==> src/spg_map.svh <==
// Offsets, field positions, reset values and timing counts of the sector guard
`ifndef SPG_MAP_SVH
`define SPG_MAP_SVH

// ----------------------------------------------------------------------------
// Guard byte words as seen from the two-wire side (chip enable select bit = 1)
// ----------------------------------------------------------------------------
`define SPG_GUARD_WORD_0_OFFSET 11'h000
`define SPG_GUARD_WORD_1_OFFSET 11'h004
`define SPG_GUARD_WORD_2_OFFSET 11'h008
`define SPG_GUARD_WORD_3_OFFSET 11'h00c
`define SPG_GUARD_AREA_BYTES    16

// ----------------------------------------------------------------------------
// Guard byte fields
// ----------------------------------------------------------------------------
`define SPG_GUARD_LOCK_BIT 0
`define SPG_GUARD_CODE_MSB 2
`define SPG_GUARD_CODE_LSB 1
`define SPG_GUARD_LINK_MSB 4
`define SPG_GUARD_LINK_LSB 3
`define SPG_GUARD_RESET    8'h00

// ----------------------------------------------------------------------------
// Password slots and block layout
// ----------------------------------------------------------------------------
`define SPG_PWD_RESET        32'h0000_0000
`define SPG_BLOCK_SHIFT      5
`define SPG_BYTE_ADDR_SHIFT  2

// ----------------------------------------------------------------------------
// Timing
// ----------------------------------------------------------------------------
`define SPG_CLK_PERIOD_NS   100
`define SPG_NV_WRITE_NS     5750000
`define SPG_NV_WRITE_CYCLES ((`SPG_NV_WRITE_NS + `SPG_CLK_PERIOD_NS - 1) / `SPG_CLK_PERIOD_NS)

`endif

==> src/spg_pkg.sv <==
// Types shared by the sector guard modules
package spg_pkg;

  // --------------------------------------------------------------------------
  // Contactless command codes
  // --------------------------------------------------------------------------
  typedef enum logic [2:0] {
    SPG_OP_READ,
    SPG_OP_WRITE,
    SPG_OP_LOCK,
    SPG_OP_PWD_WRITE,
    SPG_OP_PWD_PRESENT
  } spg_rf_op_t;

  // --------------------------------------------------------------------------
  // Controller states
  // --------------------------------------------------------------------------
  typedef enum logic {
    SPG_ST_IDLE,
    SPG_ST_PWD_WAIT
  } spg_state_t;

  typedef logic [31:0] spg_word_t;

endpackage

==> src/spg_pwd_if.sv <==
// Link between the guard controller and the password store
`timescale 1ns/1ps
interface spg_pwd_if;
  import spg_pkg::*;
  logic        wr_start;
  logic [1:0]  wr_slot;
  spg_word_t   wr_data;
  logic        wr_done;
  logic        busy;
  spg_word_t   value [1:3];

  modport store (input wr_start, input wr_slot, input wr_data,
                 output wr_done, output busy, output value);
  modport ctrl  (output wr_start, output wr_slot, output wr_data,
                 input wr_done, input busy, input value);
endinterface

==> src/spg_pwd_store.sv <==
// Three password slots with a timed nonvolatile write
`timescale 1ns/1ps
module spg_pwd_store
  import spg_pkg::*;
#(
  parameter int unsigned NV_WRITE_CYCLES = 57500
)
(
  // Clock and reset
  input  wire logic clk,
  input  wire logic rst,
  // Controller side
  spg_pwd_if.store  pif
);
  `include "spg_map.svh"

  localparam int unsigned CW = $clog2(NV_WRITE_CYCLES + 1);

  spg_word_t   slot_reg [1:3];
  spg_word_t   slot_next [1:3];
  logic        busy_reg, busy_next;
  logic        done_reg, done_next;
  logic [1:0]  wslot_reg, wslot_next;
  spg_word_t   wdata_reg, wdata_next;
  logic [CW-1:0] cnt_reg, cnt_next;

  // Old value stays in use until the write time has fully elapsed
  always_comb begin
    slot_next  = slot_reg;
    busy_next  = busy_reg;
    done_next  = 1'b0;
    wslot_next = wslot_reg;
    wdata_next = wdata_reg;
    cnt_next   = cnt_reg;
    if (busy_reg) begin
      if (cnt_reg == CW'(1)) begin
        busy_next = 1'b0;
        done_next = 1'b1;
        slot_next[wslot_reg] = wdata_reg;
      end
      cnt_next = cnt_reg - CW'(1);
    end else if (pif.wr_start) begin
      busy_next  = 1'b1;
      wslot_next = pif.wr_slot;
      wdata_next = pif.wr_data;
      cnt_next   = CW'(NV_WRITE_CYCLES);
    end
  end

  // Slots power up at zero and active
  always_ff @(posedge clk) begin
    if (rst) begin
      for (int i = 1; i <= 3; i++) begin
        slot_reg[i] <= `SPG_PWD_RESET;
      end
      busy_reg  <= 1'b0;
      done_reg  <= 1'b0;
      wslot_reg <= 2'd1;
      wdata_reg <= `SPG_PWD_RESET;
      cnt_reg   <= '0;
    end else begin
      slot_reg  <= slot_next;
      busy_reg  <= busy_next;
      done_reg  <= done_next;
      wslot_reg <= wslot_next;
      wdata_reg <= wdata_next;
      cnt_reg   <= cnt_next;
    end
  end

  assign pif.busy    = busy_reg;
  assign pif.wr_done = done_reg;
  assign pif.value   = slot_reg;
endmodule

==> src/spg_rights_decode.sv <==
// Read and write permission of one sector from its guard byte
`timescale 1ns/1ps
module spg_rights_decode
  import spg_pkg::*;
(
  // Sector state
  input  wire logic [7:0] guard,
  input  wire logic [3:1] presented,
  // Permissions
  output logic            rd_ok,
  output logic            wr_ok
);
  `include "spg_map.svh"

  logic [1:0] code;
  logic [1:0] link;
  logic       has_pwd;

  // Rights table for a locked sector; an unlinked sector never has a password
  always_comb begin
    code    = guard[`SPG_GUARD_CODE_MSB:`SPG_GUARD_CODE_LSB];
    link    = guard[`SPG_GUARD_LINK_MSB:`SPG_GUARD_LINK_LSB];
    has_pwd = (link != 2'b00) && presented[link];
    if (!guard[`SPG_GUARD_LOCK_BIT]) begin
      rd_ok = 1'b1;
      wr_ok = 1'b1;
    end else begin
      case (code)
        2'b00: begin
          rd_ok = 1'b1;
          wr_ok = has_pwd;
        end
        2'b01: begin
          rd_ok = 1'b1;
          wr_ok = 1'b1;
        end
        2'b10: begin
          rd_ok = has_pwd;
          wr_ok = has_pwd;
        end
        default: begin
          rd_ok = has_pwd;
          wr_ok = 1'b0;
        end
      endcase
    end
  end
endmodule

==> src/spg_sector_guard.sv <==
// Sector access guard: guard bytes, password state and contactless permissions
//
// How it works
// - One guard byte per sector: lock bit 0, code bits 2:1, link bits 4:3.
// - Reads with option flag set also return the sector guard byte.
// - All guard bytes reset to 00h, nothing locked or linked.
// - Unlocked sector is always read/write; locked one uses code and password.
// - Codes 00,01,10,11 give the locked rights with and without password.
// - Link 00 means no password; 01,10,11 pick password 1,2,3.
// - Three 32-bit password slots, numbered 1 to 3.
// - Password write stores the word and uses it once the write ends.
// - A password may only change after it was presented correctly.
// - All password slots reset to zero and are active.
// - Sector lock writes bits 4:1, forces bit 0, takes effect at once.
// - Locked sector cannot be relocked; the command gets an error.
// - Correct presentation grants with-password rights to the sectors linked to that password only.
// - Wrong presentation withdraws every granted password right.
// - Two-wire reads of guard bytes are always allowed.
// - Two-wire writes of guard bytes need the two-wire password accepted.
// - Guard bytes sit at addresses 0 to 15 with chip enable select set.
// - A two-wire guard write re-initialises that sector's access condition.
// - Each sector holds 32 blocks sharing one guard byte.
`timescale 1ns/1ps
module spg_sector_guard
  import spg_pkg::*;
#(
  parameter int unsigned NV_WRITE_CYCLES = 57500,
  parameter int unsigned SECTORS         = 16
)
(
  // Clock and reset
  input  wire logic        clk,
  input  wire logic        rst,
  // Contactless command
  input  wire logic        rf_cmd_valid,
  input  wire spg_rf_op_t  rf_cmd_op,
  input  wire logic [8:0]  rf_block_addr,
  input  wire logic        rf_option_flag,
  input  wire logic [3:0]  rf_lock_sector,
  input  wire logic [1:0]  rf_pwd_slot,
  input  wire logic [31:0] rf_cmd_data,
  output logic             rf_cmd_ready,
  // Contactless answer
  output logic             rf_rsp_valid,
  output logic             rf_rsp_error,
  output logic             rf_rsp_guard_valid,
  output logic [7:0]       rf_rsp_guard_byte,
  output logic [10:0]      rf_mem_byte_addr,
  output logic             rf_mem_read,
  output logic             rf_mem_write,
  // Two-wire request
  input  wire logic        i2c_req_valid,
  input  wire logic        i2c_req_write,
  input  wire logic        chip_enable_select_bit,
  input  wire logic [10:0] i2c_byte_addr,
  input  wire logic [7:0]  i2c_wdata,
  input  wire logic        i2c_pwd_accepted,
  // Two-wire answer
  output logic             i2c_rsp_valid,
  output logic             i2c_rsp_refused,
  output logic [7:0]       i2c_rdata
);
  `include "spg_map.svh"

  // --------------------------------------------------------------------------
  // State
  // --------------------------------------------------------------------------
  spg_state_t  state_reg, state_next;
  logic [7:0]  guard_reg [SECTORS];
  logic [7:0]  guard_next [SECTORS];
  logic [3:1]  pres_reg, pres_next;
  logic        ready_reg, ready_next;
  logic        rsp_valid_reg, rsp_valid_next;
  logic        rsp_error_reg, rsp_error_next;
  logic        gvalid_reg, gvalid_next;
  logic [7:0]  gbyte_reg, gbyte_next;
  logic [10:0] maddr_reg, maddr_next;
  logic        mrd_reg, mrd_next;
  logic        mwr_reg, mwr_next;
  logic        i2c_valid_reg, i2c_valid_next;
  logic        i2c_ref_reg, i2c_ref_next;
  logic [7:0]  i2c_rdata_reg, i2c_rdata_next;
  logic [SECTORS-1:0] rd_ok;
  logic [SECTORS-1:0] wr_ok;
  logic [3:0]  sector;
  logic        i2c_hit;
  logic        rf_take;

  spg_pwd_if pif ();

  // --------------------------------------------------------------------------
  // Password store and per-sector rights
  // --------------------------------------------------------------------------
  spg_pwd_store #(
    .NV_WRITE_CYCLES (NV_WRITE_CYCLES)
  ) u_pwd_store (
    .clk (clk),
    .rst (rst),
    .pif (pif.store)
  );

  // Rights follow the guard bytes and password state with no delay
  for (genvar s = 0; s < SECTORS; s++) begin : g_rights
    spg_rights_decode u_dec (
      .guard     (guard_reg[s]),
      .presented (pres_reg),
      .rd_ok     (rd_ok[s]),
      .wr_ok     (wr_ok[s])
    );
  end

  // Block address to sector; every block of a sector shares its guard byte
  assign sector  = rf_block_addr[8:`SPG_BLOCK_SHIFT];
  assign i2c_hit = chip_enable_select_bit
                   && (i2c_byte_addr < 11'(`SPG_GUARD_AREA_BYTES));
  assign rf_take = rf_cmd_valid && (state_reg == SPG_ST_IDLE);

  // --------------------------------------------------------------------------
  // Command decode and next state
  // --------------------------------------------------------------------------
  // Two-wire guard write is applied after the contactless update, so it wins
  always_comb begin
    state_next     = state_reg;
    guard_next     = guard_reg;
    pres_next      = pres_reg;
    rsp_valid_next = 1'b0;
    rsp_error_next = 1'b0;
    gvalid_next    = 1'b0;
    gbyte_next     = gbyte_reg;
    maddr_next     = maddr_reg;
    mrd_next       = 1'b0;
    mwr_next       = 1'b0;
    pif.wr_start   = 1'b0;
    pif.wr_slot    = rf_pwd_slot;
    pif.wr_data    = rf_cmd_data;
    case (state_reg)
      SPG_ST_IDLE: begin
        if (rf_cmd_valid) begin
          rsp_valid_next = 1'b1;
          maddr_next     = {rf_block_addr, 2'b00};
          case (rf_cmd_op)
            SPG_OP_READ: begin
              if (rd_ok[sector]) begin
                mrd_next    = 1'b1;
                gvalid_next = rf_option_flag;
                gbyte_next  = guard_reg[sector];
              end else begin
                rsp_error_next = 1'b1;
              end
            end
            SPG_OP_WRITE: begin
              if (wr_ok[sector]) begin
                mwr_next = 1'b1;
              end else begin
                rsp_error_next = 1'b1;
              end
            end
            SPG_OP_LOCK: begin
              if (guard_reg[rf_lock_sector][`SPG_GUARD_LOCK_BIT]) begin
                rsp_error_next = 1'b1;
              end else begin
                guard_next[rf_lock_sector] = {3'b000, rf_cmd_data[4:1], 1'b1};
              end
            end
            SPG_OP_PWD_WRITE: begin
              if ((rf_pwd_slot == 2'b00) || !pres_reg[rf_pwd_slot]) begin
                rsp_error_next = 1'b1;
              end else begin
                pif.wr_start   = 1'b1;
                rsp_valid_next = 1'b0;
                state_next     = SPG_ST_PWD_WAIT;
              end
            end
            SPG_OP_PWD_PRESENT: begin
              if (rf_pwd_slot == 2'b00) begin
                rsp_error_next = 1'b1;
              end else if (pif.value[rf_pwd_slot] == rf_cmd_data) begin
                pres_next = 3'b000;
                pres_next[rf_pwd_slot] = 1'b1;
              end else begin
                pres_next      = 3'b000;
                rsp_error_next = 1'b1;
              end
            end
            default: begin
              rsp_error_next = 1'b1;
            end
          endcase
        end
      end
      SPG_ST_PWD_WAIT: begin
        // Answer only once the new value is in use
        if (pif.wr_done) begin
          rsp_valid_next = 1'b1;
          state_next     = SPG_ST_IDLE;
        end
      end
      default: begin
        state_next = SPG_ST_IDLE;
      end
    endcase
    // Host write replaces the whole condition of that sector
    if (i2c_req_valid && i2c_req_write && i2c_hit && i2c_pwd_accepted) begin
      guard_next[i2c_byte_addr[3:0]] = {3'b000, i2c_wdata[4:0]};
    end
    ready_next = (state_next == SPG_ST_IDLE);
  end

  // Two-wire answer: reads in the guard area always served, writes refused without password
  always_comb begin
    i2c_valid_next = i2c_req_valid;
    i2c_ref_next   = 1'b0;
    i2c_rdata_next = 8'h00;
    if (i2c_req_valid) begin
      if (!i2c_hit || (i2c_req_write && !i2c_pwd_accepted)) begin
        i2c_ref_next = 1'b1;
      end else if (!i2c_req_write) begin
        i2c_rdata_next = {3'b000, guard_reg[i2c_byte_addr[3:0]][4:0]};
      end
    end
  end

  // --------------------------------------------------------------------------
  // Registers
  // --------------------------------------------------------------------------
  always_ff @(posedge clk) begin
    if (rst) begin
      state_reg <= SPG_ST_IDLE;
      for (int i = 0; i < SECTORS; i++) begin
        guard_reg[i] <= `SPG_GUARD_RESET;
      end
      pres_reg      <= 3'b000;
      ready_reg     <= 1'b0;
      rsp_valid_reg <= 1'b0;
      rsp_error_reg <= 1'b0;
      gvalid_reg    <= 1'b0;
      gbyte_reg     <= 8'h00;
      maddr_reg     <= 11'h000;
      mrd_reg       <= 1'b0;
      mwr_reg       <= 1'b0;
      i2c_valid_reg <= 1'b0;
      i2c_ref_reg   <= 1'b0;
      i2c_rdata_reg <= 8'h00;
    end else begin
      state_reg     <= state_next;
      guard_reg     <= guard_next;
      pres_reg      <= pres_next;
      ready_reg     <= ready_next;
      rsp_valid_reg <= rsp_valid_next;
      rsp_error_reg <= rsp_error_next;
      gvalid_reg    <= gvalid_next;
      gbyte_reg     <= gbyte_next;
      maddr_reg     <= maddr_next;
      mrd_reg       <= mrd_next;
      mwr_reg       <= mwr_next;
      i2c_valid_reg <= i2c_valid_next;
      i2c_ref_reg   <= i2c_ref_next;
      i2c_rdata_reg <= i2c_rdata_next;
    end
  end

  // Outputs straight from flip-flops
  assign rf_cmd_ready       = ready_reg;
  assign rf_rsp_valid       = rsp_valid_reg;
  assign rf_rsp_error       = rsp_error_reg;
  assign rf_rsp_guard_valid = gvalid_reg;
  assign rf_rsp_guard_byte  = gbyte_reg;
  assign rf_mem_byte_addr   = maddr_reg;
  assign rf_mem_read        = mrd_reg;
  assign rf_mem_write       = mwr_reg;
  assign i2c_rsp_valid      = i2c_valid_reg;
  assign i2c_rsp_refused    = i2c_ref_reg;
  assign i2c_rdata          = i2c_rdata_reg;
endmodule

==> config.mk <==
export PLATFORM = sky130hd
export DESIGN_NAME = spg_sector_guard
export DESIGN_NICKNAME = d
export VERILOG_FILES = /design/src/spg_pkg.sv /design/src/spg_pwd_if.sv /design/src/spg_pwd_store.sv /design/src/spg_rights_decode.sv /design/src/spg_sector_guard.sv
export VERILOG_INCLUDE_DIRS = /design/src
export SDC_FILE = /design/constraint.sdc
export NUM_CORES = 1
export LEC_CHECK = 0
export BUFFER_PORTS_ARGS = -buffer_cell sky130_fd_sc_hd__buf_4
export CORE_MARGIN = 5
export CORE_UTILIZATION = 45
export CTS_BUF_LIST = sky130_fd_sc_hd__clkbuf_16
export DETAILED_ROUTE_END_ITERATION = 8
export PLACE_DENSITY_LB_ADDON = 0.2
export RECOVER_POWER = 50
export SLEW_MARGIN = 20
export SYNTH_ARGS = -nofsm -noshare
export SYNTH_HDL_FRONTEND = slang
export SYNTH_SLANG_ARGS = --single-unit
==> constraint.sdc <==
create_clock -name clk -period 2.3 [get_ports clk]
set_input_delay 0.115 -clock clk [delete_from_list [all_inputs] [get_ports clk]]
set_output_delay 0.115 -clock clk [all_outputs]
set_load 0.01 [all_outputs]
==> flow_metrics.env, run 1 <==
export IMPL_synthTopCellsByArea="dfxtp_1, mux4_2, nand2_1"
export IMPL_pin_count=112
export IMPL_synth_top_area_share_pct=39.2
export IMPL_fin_hold_ws_ns=0.0190
export IMPL_fin_crit_sh_pct=107
export IMPL_swShare_pct=24.0
export IMPL_yosys_warnings=0
export IMPL_drive_gt1_share_pct=26.0
export IMPL_maxCapViolations=0
export IMPL_cts_tree="done"
export IMPL_ir_drop_uv=604
export IMPL_clockRootBuffer="clkbuf_16"
export IMPL_pwr_share_seq_pct=45.5
export IMPL_netlist_area_um2=15800
export IMPL_fp_row_count=68
export IMPL_numCtsBuffers=37
export IMPL_clk_latency_ns=0.54
export IMPL_pre_cts_ws_ns=-0.298
export IMPL_detail_route_antenna_nets=0
export IMPL_worstPathRequired_ns=2.75
export IMPL_post_route_min_period_ns=2.45
export IMPL_synth_seq_area_share_pct=39.2
export IMPL_drv_slew=0
export IMPL_violations="setup timing"
export IMPL_p_int_mw=9.03
export IMPL_num_vias=14800
export IMPL_grt_ovfl_total=0
export IMPL_path_clk_slew_ns=0.06
export IMPL_synth_flop_cell="dfxtp_1"
export IMPL_max_slew_margin_pct=21.5
export IMPL_hpwl_mm=35.5
export IMPL_hold_viol_final=0
export IMPL_p_sw_mw=2.85
export IMPL_area_growth_pct=27.4
export IMPL_synth_edf_count=0
export IMPL_grt_max_degree=184
export IMPL_grt_setup_unrepaired="true"
export IMPL_ys_ff_latch=310
export IMPL_detail_route_vias_per_cell=6.09
export IMPL_routed_wl_mm=54.8
export IMPL_min_from="rf_cmd_op[2]"
export IMPL_cp_arrival_ns=2.91
export IMPL_largest_register_ffs=128
export IMPL_synthArstFlopShare_pct=0
export IMPL_hp_class="in2reg"
export IMPL_critical_path_class="reg2reg"
export IMPL_first_pass_iters=6
export IMPL_grt_pass1_vias=14000
export IMPL_hold_depth=3
export IMPL_die_h_um=197
export IMPL_setup_viol=75
export IMPL_numPortBuffers=103
export IMPL_fin_skew_ns=0.0238
export IMPL_setup_worst_path_end_class="register"
export IMPL_tightest_slew_ns=1.17
export IMPL_yosysTopAreaCell="dfxtp_1"
export IMPL_synth_cells=1757
export IMPL_grt_pass1_wl_mm=81.1
export IMPL_clock_sinks=310
export IMPL_reg2reg_depth=7
export IMPL_die_area_um2=39000
export IMPL_grt_antenna_before_repair=1
export IMPL_dr_first_iter_drc_count=1426
export IMPL_synth_most_common_cell="nand2_1"
export IMPL_final_area_um2=20100
export IMPL_fin_ws_ns=-0.154
export IMPL_reg2reg_from="u_pwd_store.pif.value[87]"
export IMPL_gp_congestion=0.943
export IMPL_reg2reg_slack_ns=-0.15
export IMPL_p_per_area_nw_per_um2=590
export IMPL_status="complete, but fails checks"
export IMPL_startpoint="u_pwd_store.pif.value[87]"
export IMPL_wl_per_cell_um=22.6
export IMPL_utilization_pct=58.2
export IMPL_clock_path_buffers=3
export IMPL_ys_types=71
export IMPL_startpoint_type="register"
export IMPL_chipWidth_um=197
export IMPL_synth_avg_cell_area_um2=9.00
export IMPL_hold_path_endpoint="rf_rsp_valid"
export IMPL_p_clk_share_pct=46.9
export IMPL_cp_max_fo=3
export IMPL_track_usage_pct=26.1
export IMPL_p_comb_share_pct=7.6
export IMPL_h_tree_depth=2
export IMPL_dpl_instance_area_um2=17800
export IMPL_final_nets=2025
export IMPL_diodes=0
export IMPL_p_leak_nw=7.34
export IMPL_max_freq_mhz=407
export IMPL_coreArea_um2=34600
export IMPL_initial_utilization_pct=45.7
export IMPL_drcViolationCount=0
export IMPL_timing_rr_end="pres_reg[1]"
export IMPL_synthTopCellsByCount="nand2_1, dfxtp_1, a21oi_1"
-- final cells by class --
type	instances	area (um2)
tap	455	569
clock buffer	39	976
sequential	310	6210
multi-input combinational	1283	9390
inverter	15	56.3
timing repair buffer	299	2760
clock inverter	27	171
fill	3017	14500
-- critical path: stages (launching register included) --
cell	delay, ns
dfxtp_1	0.31
mux2_4	0.28
a221oi_2	0.26
o221ai_2	0.14
nor4_2	0.42
nand4_1	0.28
or4b_4	0.56
a21oi_2	0.14
-- worst max-delay path by stage --
stage	to	slack (ns)	depth (start not counted)
2_1_floorplan	guard_reg[53]	-0.07	7
3_3_place_gp	pres_reg[1]	-0.26	9
3_5_place_dp	pres_reg[1]	-0.30	9
4_1_cts	pres_reg[1]	-0.08	7
5_1_grt	pres_reg[1]	-0.21	7
6_report	pres_reg[1]	-0.15	7
-- what timing repair did --
| item | CTS | global route |
|---|---|---|
| cloned | 2 | 10 |
| setup endpoints to repair | 98 | 138 |
| pin swaps | 7 | 85 |
| endpoints found under the hold margin | 41 | 0 |
| resized for setup | 31 | 140 |
| setup buffers | 2 | 8 |
| hold buffers | 41 | 0 |
-- metrics by stage --
step	std cells	total power, mW	setup TNS (ns)
after detailed placement	2300	6.33	-6.10
after global routing	2428	12.2	-10.82
after CTS	2411	12.0	-0.0838
final	2428	11.9	-1.46
after global placement	2300	6.33	-4.61
after floorplan	1761	5.96	-0.659
-- layout by cell type, fill, tap and decap left out, types with 17 or more instances in the layout --
master and instances:
nand2_4 19, o21ai_0 17, nand2_2 47, nor2_1 114, nor3_1 17, and3_1 29
mux2i_1 71, mux2_2 47, nand2_1 273, buf_12 27, a32o_1 31, and2_1 48
a21oi_1 166, buf_4 160, nand3_1 24, dlygate4sd3_1 41, a211oi_1 86, dfxtp_1 305
clkbuf_16 46, clkbuf_1 41, a221oi_1 26, mux4_2 70, inv_1 22
-- routing by layer --
layer / wire, um / up-vias / part of all wire, % / track usage (%)
li1: - / 6784 / - / -
met1: 22900 / 7236 / 42 / 35.4
met2: 25400 / 643 / 46 / 41.5
met3: 4760 / 115 / 8.7 / 5.71
met4: 1750 / 2 / 3.2 / 8.42
met5: 13 / - / 0.024 / 0
-- cells by family (layout without fill, tap and decap cells) --
family	count (synthesis)	in the layout	share of synthesized area, %
AND/OR/NAND/NOR	680	680	20.4
AO/OA/AOI/OAI	400	400	16.9
flip-flops	310	310	39.2
multiplexers	192	192	18.1
buffers and inverters	168	380	4.86
XOR/XNOR	4	4	0.222
adder cells (fa/ha/maj)	2	2	0.158
other	1	5	0.0237
-- power by group through the flow --
| stage | logic [mW] | registers [mW] | clock network (mW) |
|---|---|---|---|
| finish | 0.900 | 5.40 | 5.58 |
| global route | 0.950 | 5.40 | 5.88 |
| CTS | 0.888 | 5.40 | 5.66 |
| detailed placement | 0.816 | 5.52 | 0 |
| global placement | 0.808 | 5.52 | 0 |
| floorplan | 0.436 | 5.52 | 0 |
Power figures use the tool's default switching activity.
==> run 2: changes to the inputs <==
--- a/config.mk
+++ b/config.mk
@@ -6,6 +6,7 @@
 export SDC_FILE = /design/constraint.sdc
 export NUM_CORES = 1
 export LEC_CHECK = 0
+export ABC_AREA = 1
 export BUFFER_PORTS_ARGS = -buffer_cell sky130_fd_sc_hd__buf_4
 export CORE_MARGIN = 5
 export CORE_UTILIZATION = 45
==> flow_metrics.env, run 2 <==
export IMPL_first_pass_iters=6
export IMPL_numCtsBuffers=36
export IMPL_wl_per_cell_um=18.7
export IMPL_p_comb_share_pct=8.2
export IMPL_reg2reg_depth=11
export IMPL_setup_tns_ns=0
export IMPL_detail_route_vias_per_cell=5.65
export IMPL_reg2reg_from="pres_reg[1]"
export IMPL_cpMostUsedCell="nand3_1"
export IMPL_cpMaxStageDelayCell="dfxtp_2"
export IMPL_fp_row_count=68
export IMPL_cp_max_fo=10
export IMPL_maxCapViolations=0
export IMPL_grt_ovfl_total=0
export IMPL_synth_cells=2393
export IMPL_ir_drop_uv=589
export IMPL_dp_cells=2889
export IMPL_hold_viol_final=0
export IMPL_synth_edf_count=0
export IMPL_clock_path_buffers=3
export IMPL_hp_class="in2reg"
export IMPL_swShare_pct=24.8
export IMPL_die_area_um2=38900
export IMPL_yosysTopAreaCell="dfxtp_1"
export IMPL_reg2reg_slack_ns=0.10
export IMPL_synthTopCellsByArea="dfxtp_1, nand2_1, o21ai_0"
export IMPL_max_stage_delay_ns=0.40
export IMPL_path_clk_slew_ns=0.06
export IMPL_fin_ws_ns=0.101
export IMPL_die_h_um=197
export IMPL_tightest_slew_ns=0.723
export IMPL_fin_skew_ns=0.0189
export IMPL_coreArea_um2=34500
export IMPL_pre_cts_ws_ns=-0.0366
export IMPL_p_per_area_nw_per_um2=649
export IMPL_utilization_pct=54.4
export IMPL_clk_latency_ns=0.54
export IMPL_pwr_share_seq_pct=44.3
export IMPL_synthArstFlopShare_pct=0
export IMPL_chipWidth_um=197
export IMPL_ys_ff_latch=310
export IMPL_track_usage_pct=28.0
export IMPL_synth_flop_cell="dfxtp_1"
export IMPL_worstPathRequired_ns=2.75
export IMPL_drive_gt1_share_pct=8.89
export IMPL_synth_most_common_cell="nand2_1"
export IMPL_status="complete, no violations"
export IMPL_ys_types=47
export IMPL_synth_seq_area_share_pct=39.4
export IMPL_dpl_instance_area_um2=17200
export IMPL_p_total_mw=12.2
export IMPL_final_nets=2604
export IMPL_final_area_um2=18800
export IMPL_final_cell_mix="nand2_1, dfxtp_1, o21ai_0"
export IMPL_drcViolationCount=0
export IMPL_max_slew_margin_pct=51.7
export IMPL_area_growth_pct=19.3
export IMPL_numPortBuffers=103
export IMPL_drv_slew=0
export IMPL_initial_utilization_pct=45.6
export IMPL_gp_congestion=1.02
export IMPL_cp_arrival_ns=2.65
export IMPL_grt_max_degree=74
export IMPL_startpoint_type="register"
export IMPL_cts_tree="done"
export IMPL_grt_pass1_vias=16100
export IMPL_p_int_mw=9.18
export IMPL_pin_count=112
export IMPL_p_leak_nw=7.41
export IMPL_grt_antenna_before_repair=1
export IMPL_clockRootBuffer="clkbuf_16"
export IMPL_synth_top_area_share_pct=39.4
export IMPL_clock_sinks=310
export IMPL_p_sw_mw=3.03
export IMPL_netlist_area_um2=15800
export IMPL_h_tree_depth=2
export IMPL_synthTopCellsByCount="nand2_1, dfxtp_1, o21ai_0"
export IMPL_timing_rr_end="rf_rsp_guard_valid"
export IMPL_startpoint="pres_reg[1]"
export IMPL_num_vias=17000
export IMPL_largest_register_ffs=128
export IMPL_grt_setup_unrepaired="true"
export IMPL_critical_path_class="reg2reg"
export IMPL_dr_first_iter_drc_count=1419
export IMPL_endpoint="rf_rsp_guard_valid"
export IMPL_final_common_cell="nand2_1"
export IMPL_setup_viol=0
export IMPL_path_cells="clkinvlp_4 -> o21ai_1 -> nand2_1 -> nand2_1 -> nand3_1 -> nand3_1 -> nand3_1 -> nand2_2 -> nand3_4 -> buf_4 -> nor3b_1"
export IMPL_hpwl_mm=38.4
export IMPL_routed_wl_mm=56.2
export IMPL_p_clk_share_pct=47.5
export IMPL_grt_pass1_wl_mm=87.8
export IMPL_yosys_warnings=0
export IMPL_setup_worst_path_end_class="register"
export IMPL_max_freq_mhz=455
export IMPL_fin_hold_ws_ns=0.0161
export IMPL_synth_avg_cell_area_um2=6.59
export IMPL_final_cells=3008
export IMPL_fin_crit_sh_pct=95.6
export IMPL_detail_route_antenna_nets=0
export IMPL_post_route_min_period_ns=2.20
run 2: changes by cell type in the layout (fill, tap and decap cells not counted), sizes merged, moves of 93 or more:
cell   previous run  this run
a21oi           170       263
nor2            118       271
inv              23       246
nand2           339       486
nand3            24       168
o21ai            17       314
run 2: cell families (layout without fill, tap and decap cells):
family	count (synthesis)	after routing	synth area share (%)
xor gates and xnor gates	3	3	0.167
other	1	6	0.0238
adders and majority gates	2	2	0.159
buffers and inverters	377	532	9.55
and+or+nand+nor	1026	1026	27.9
AOI/OAI and AO/OA	674	674	22.8
DFF	310	310	39.4
run 2: final cells by class:
class / instances / area, um2
inverters: 244 / 928
flip-flops and latches: 310 / 6210
clock buffers: 36 / 901
multi-input cells: 1710 / 8080
diodes: 1 / 2.50
repair buffers: 222 / 1820
clock inverters: 29 / 285
fillers: 3428 / 15700
repair inverters: 1 / 7.51
well taps: 455 / 569
run 2: power by group through the flow:
stage	sequential [mW]	clock (mW)	combinational [mW]
global route	5.41	6.13	1.08
finish	5.41	5.80	1.00
floorplan	5.53	0	0.459
global placement	5.53	0	0.921
CTS	5.41	5.91	1.00
detailed placement	5.53	0	0.927
run 2: worst min-delay path by stage:
stage,startpoint,endpoint,depth (start not counted)
floorplan,rf_block_addr[0],rf_mem_byte_addr[2],2
global placement,rf_block_addr[3],rf_mem_byte_addr[5],3
detailed placement,rf_block_addr[4],rf_mem_byte_addr[6],3
CTS,i2c_wdata[2],guard_reg[66],3
global route,i2c_wdata[2],guard_reg[66],3
finish,rf_cmd_op[1],rf_rsp_error,6
run 2: worst max-delay path, delay by kind of cell, from the launching register on:
family / cells / cell delay, ns
AOI/OAI and AO/OA: 1 / 0.25
and+or+nand+nor: 8 / 1.00
DFF: 1 / 0.40
buffers and inverters: 2 / 0.46
run 2: what timing repair did:
action / CTS / global route
cloned: 0 / 1
setup buffers: 0 / 0
gates resized for setup: 2 / 18
hold buffers: 52 / 0
endpoints found under the hold margin: 71 / 0
setup endpoints to repair: 9 / 36
run 2: routing by layer:
metal	wire [um]	vias to the layer above	track usage, %
li1	-	8258	-
met1	23400	7942	36.1
met2	26400	625	47.2
met3	3820	158	4.11
met4	2590	0	11.6
met5	0	-	0
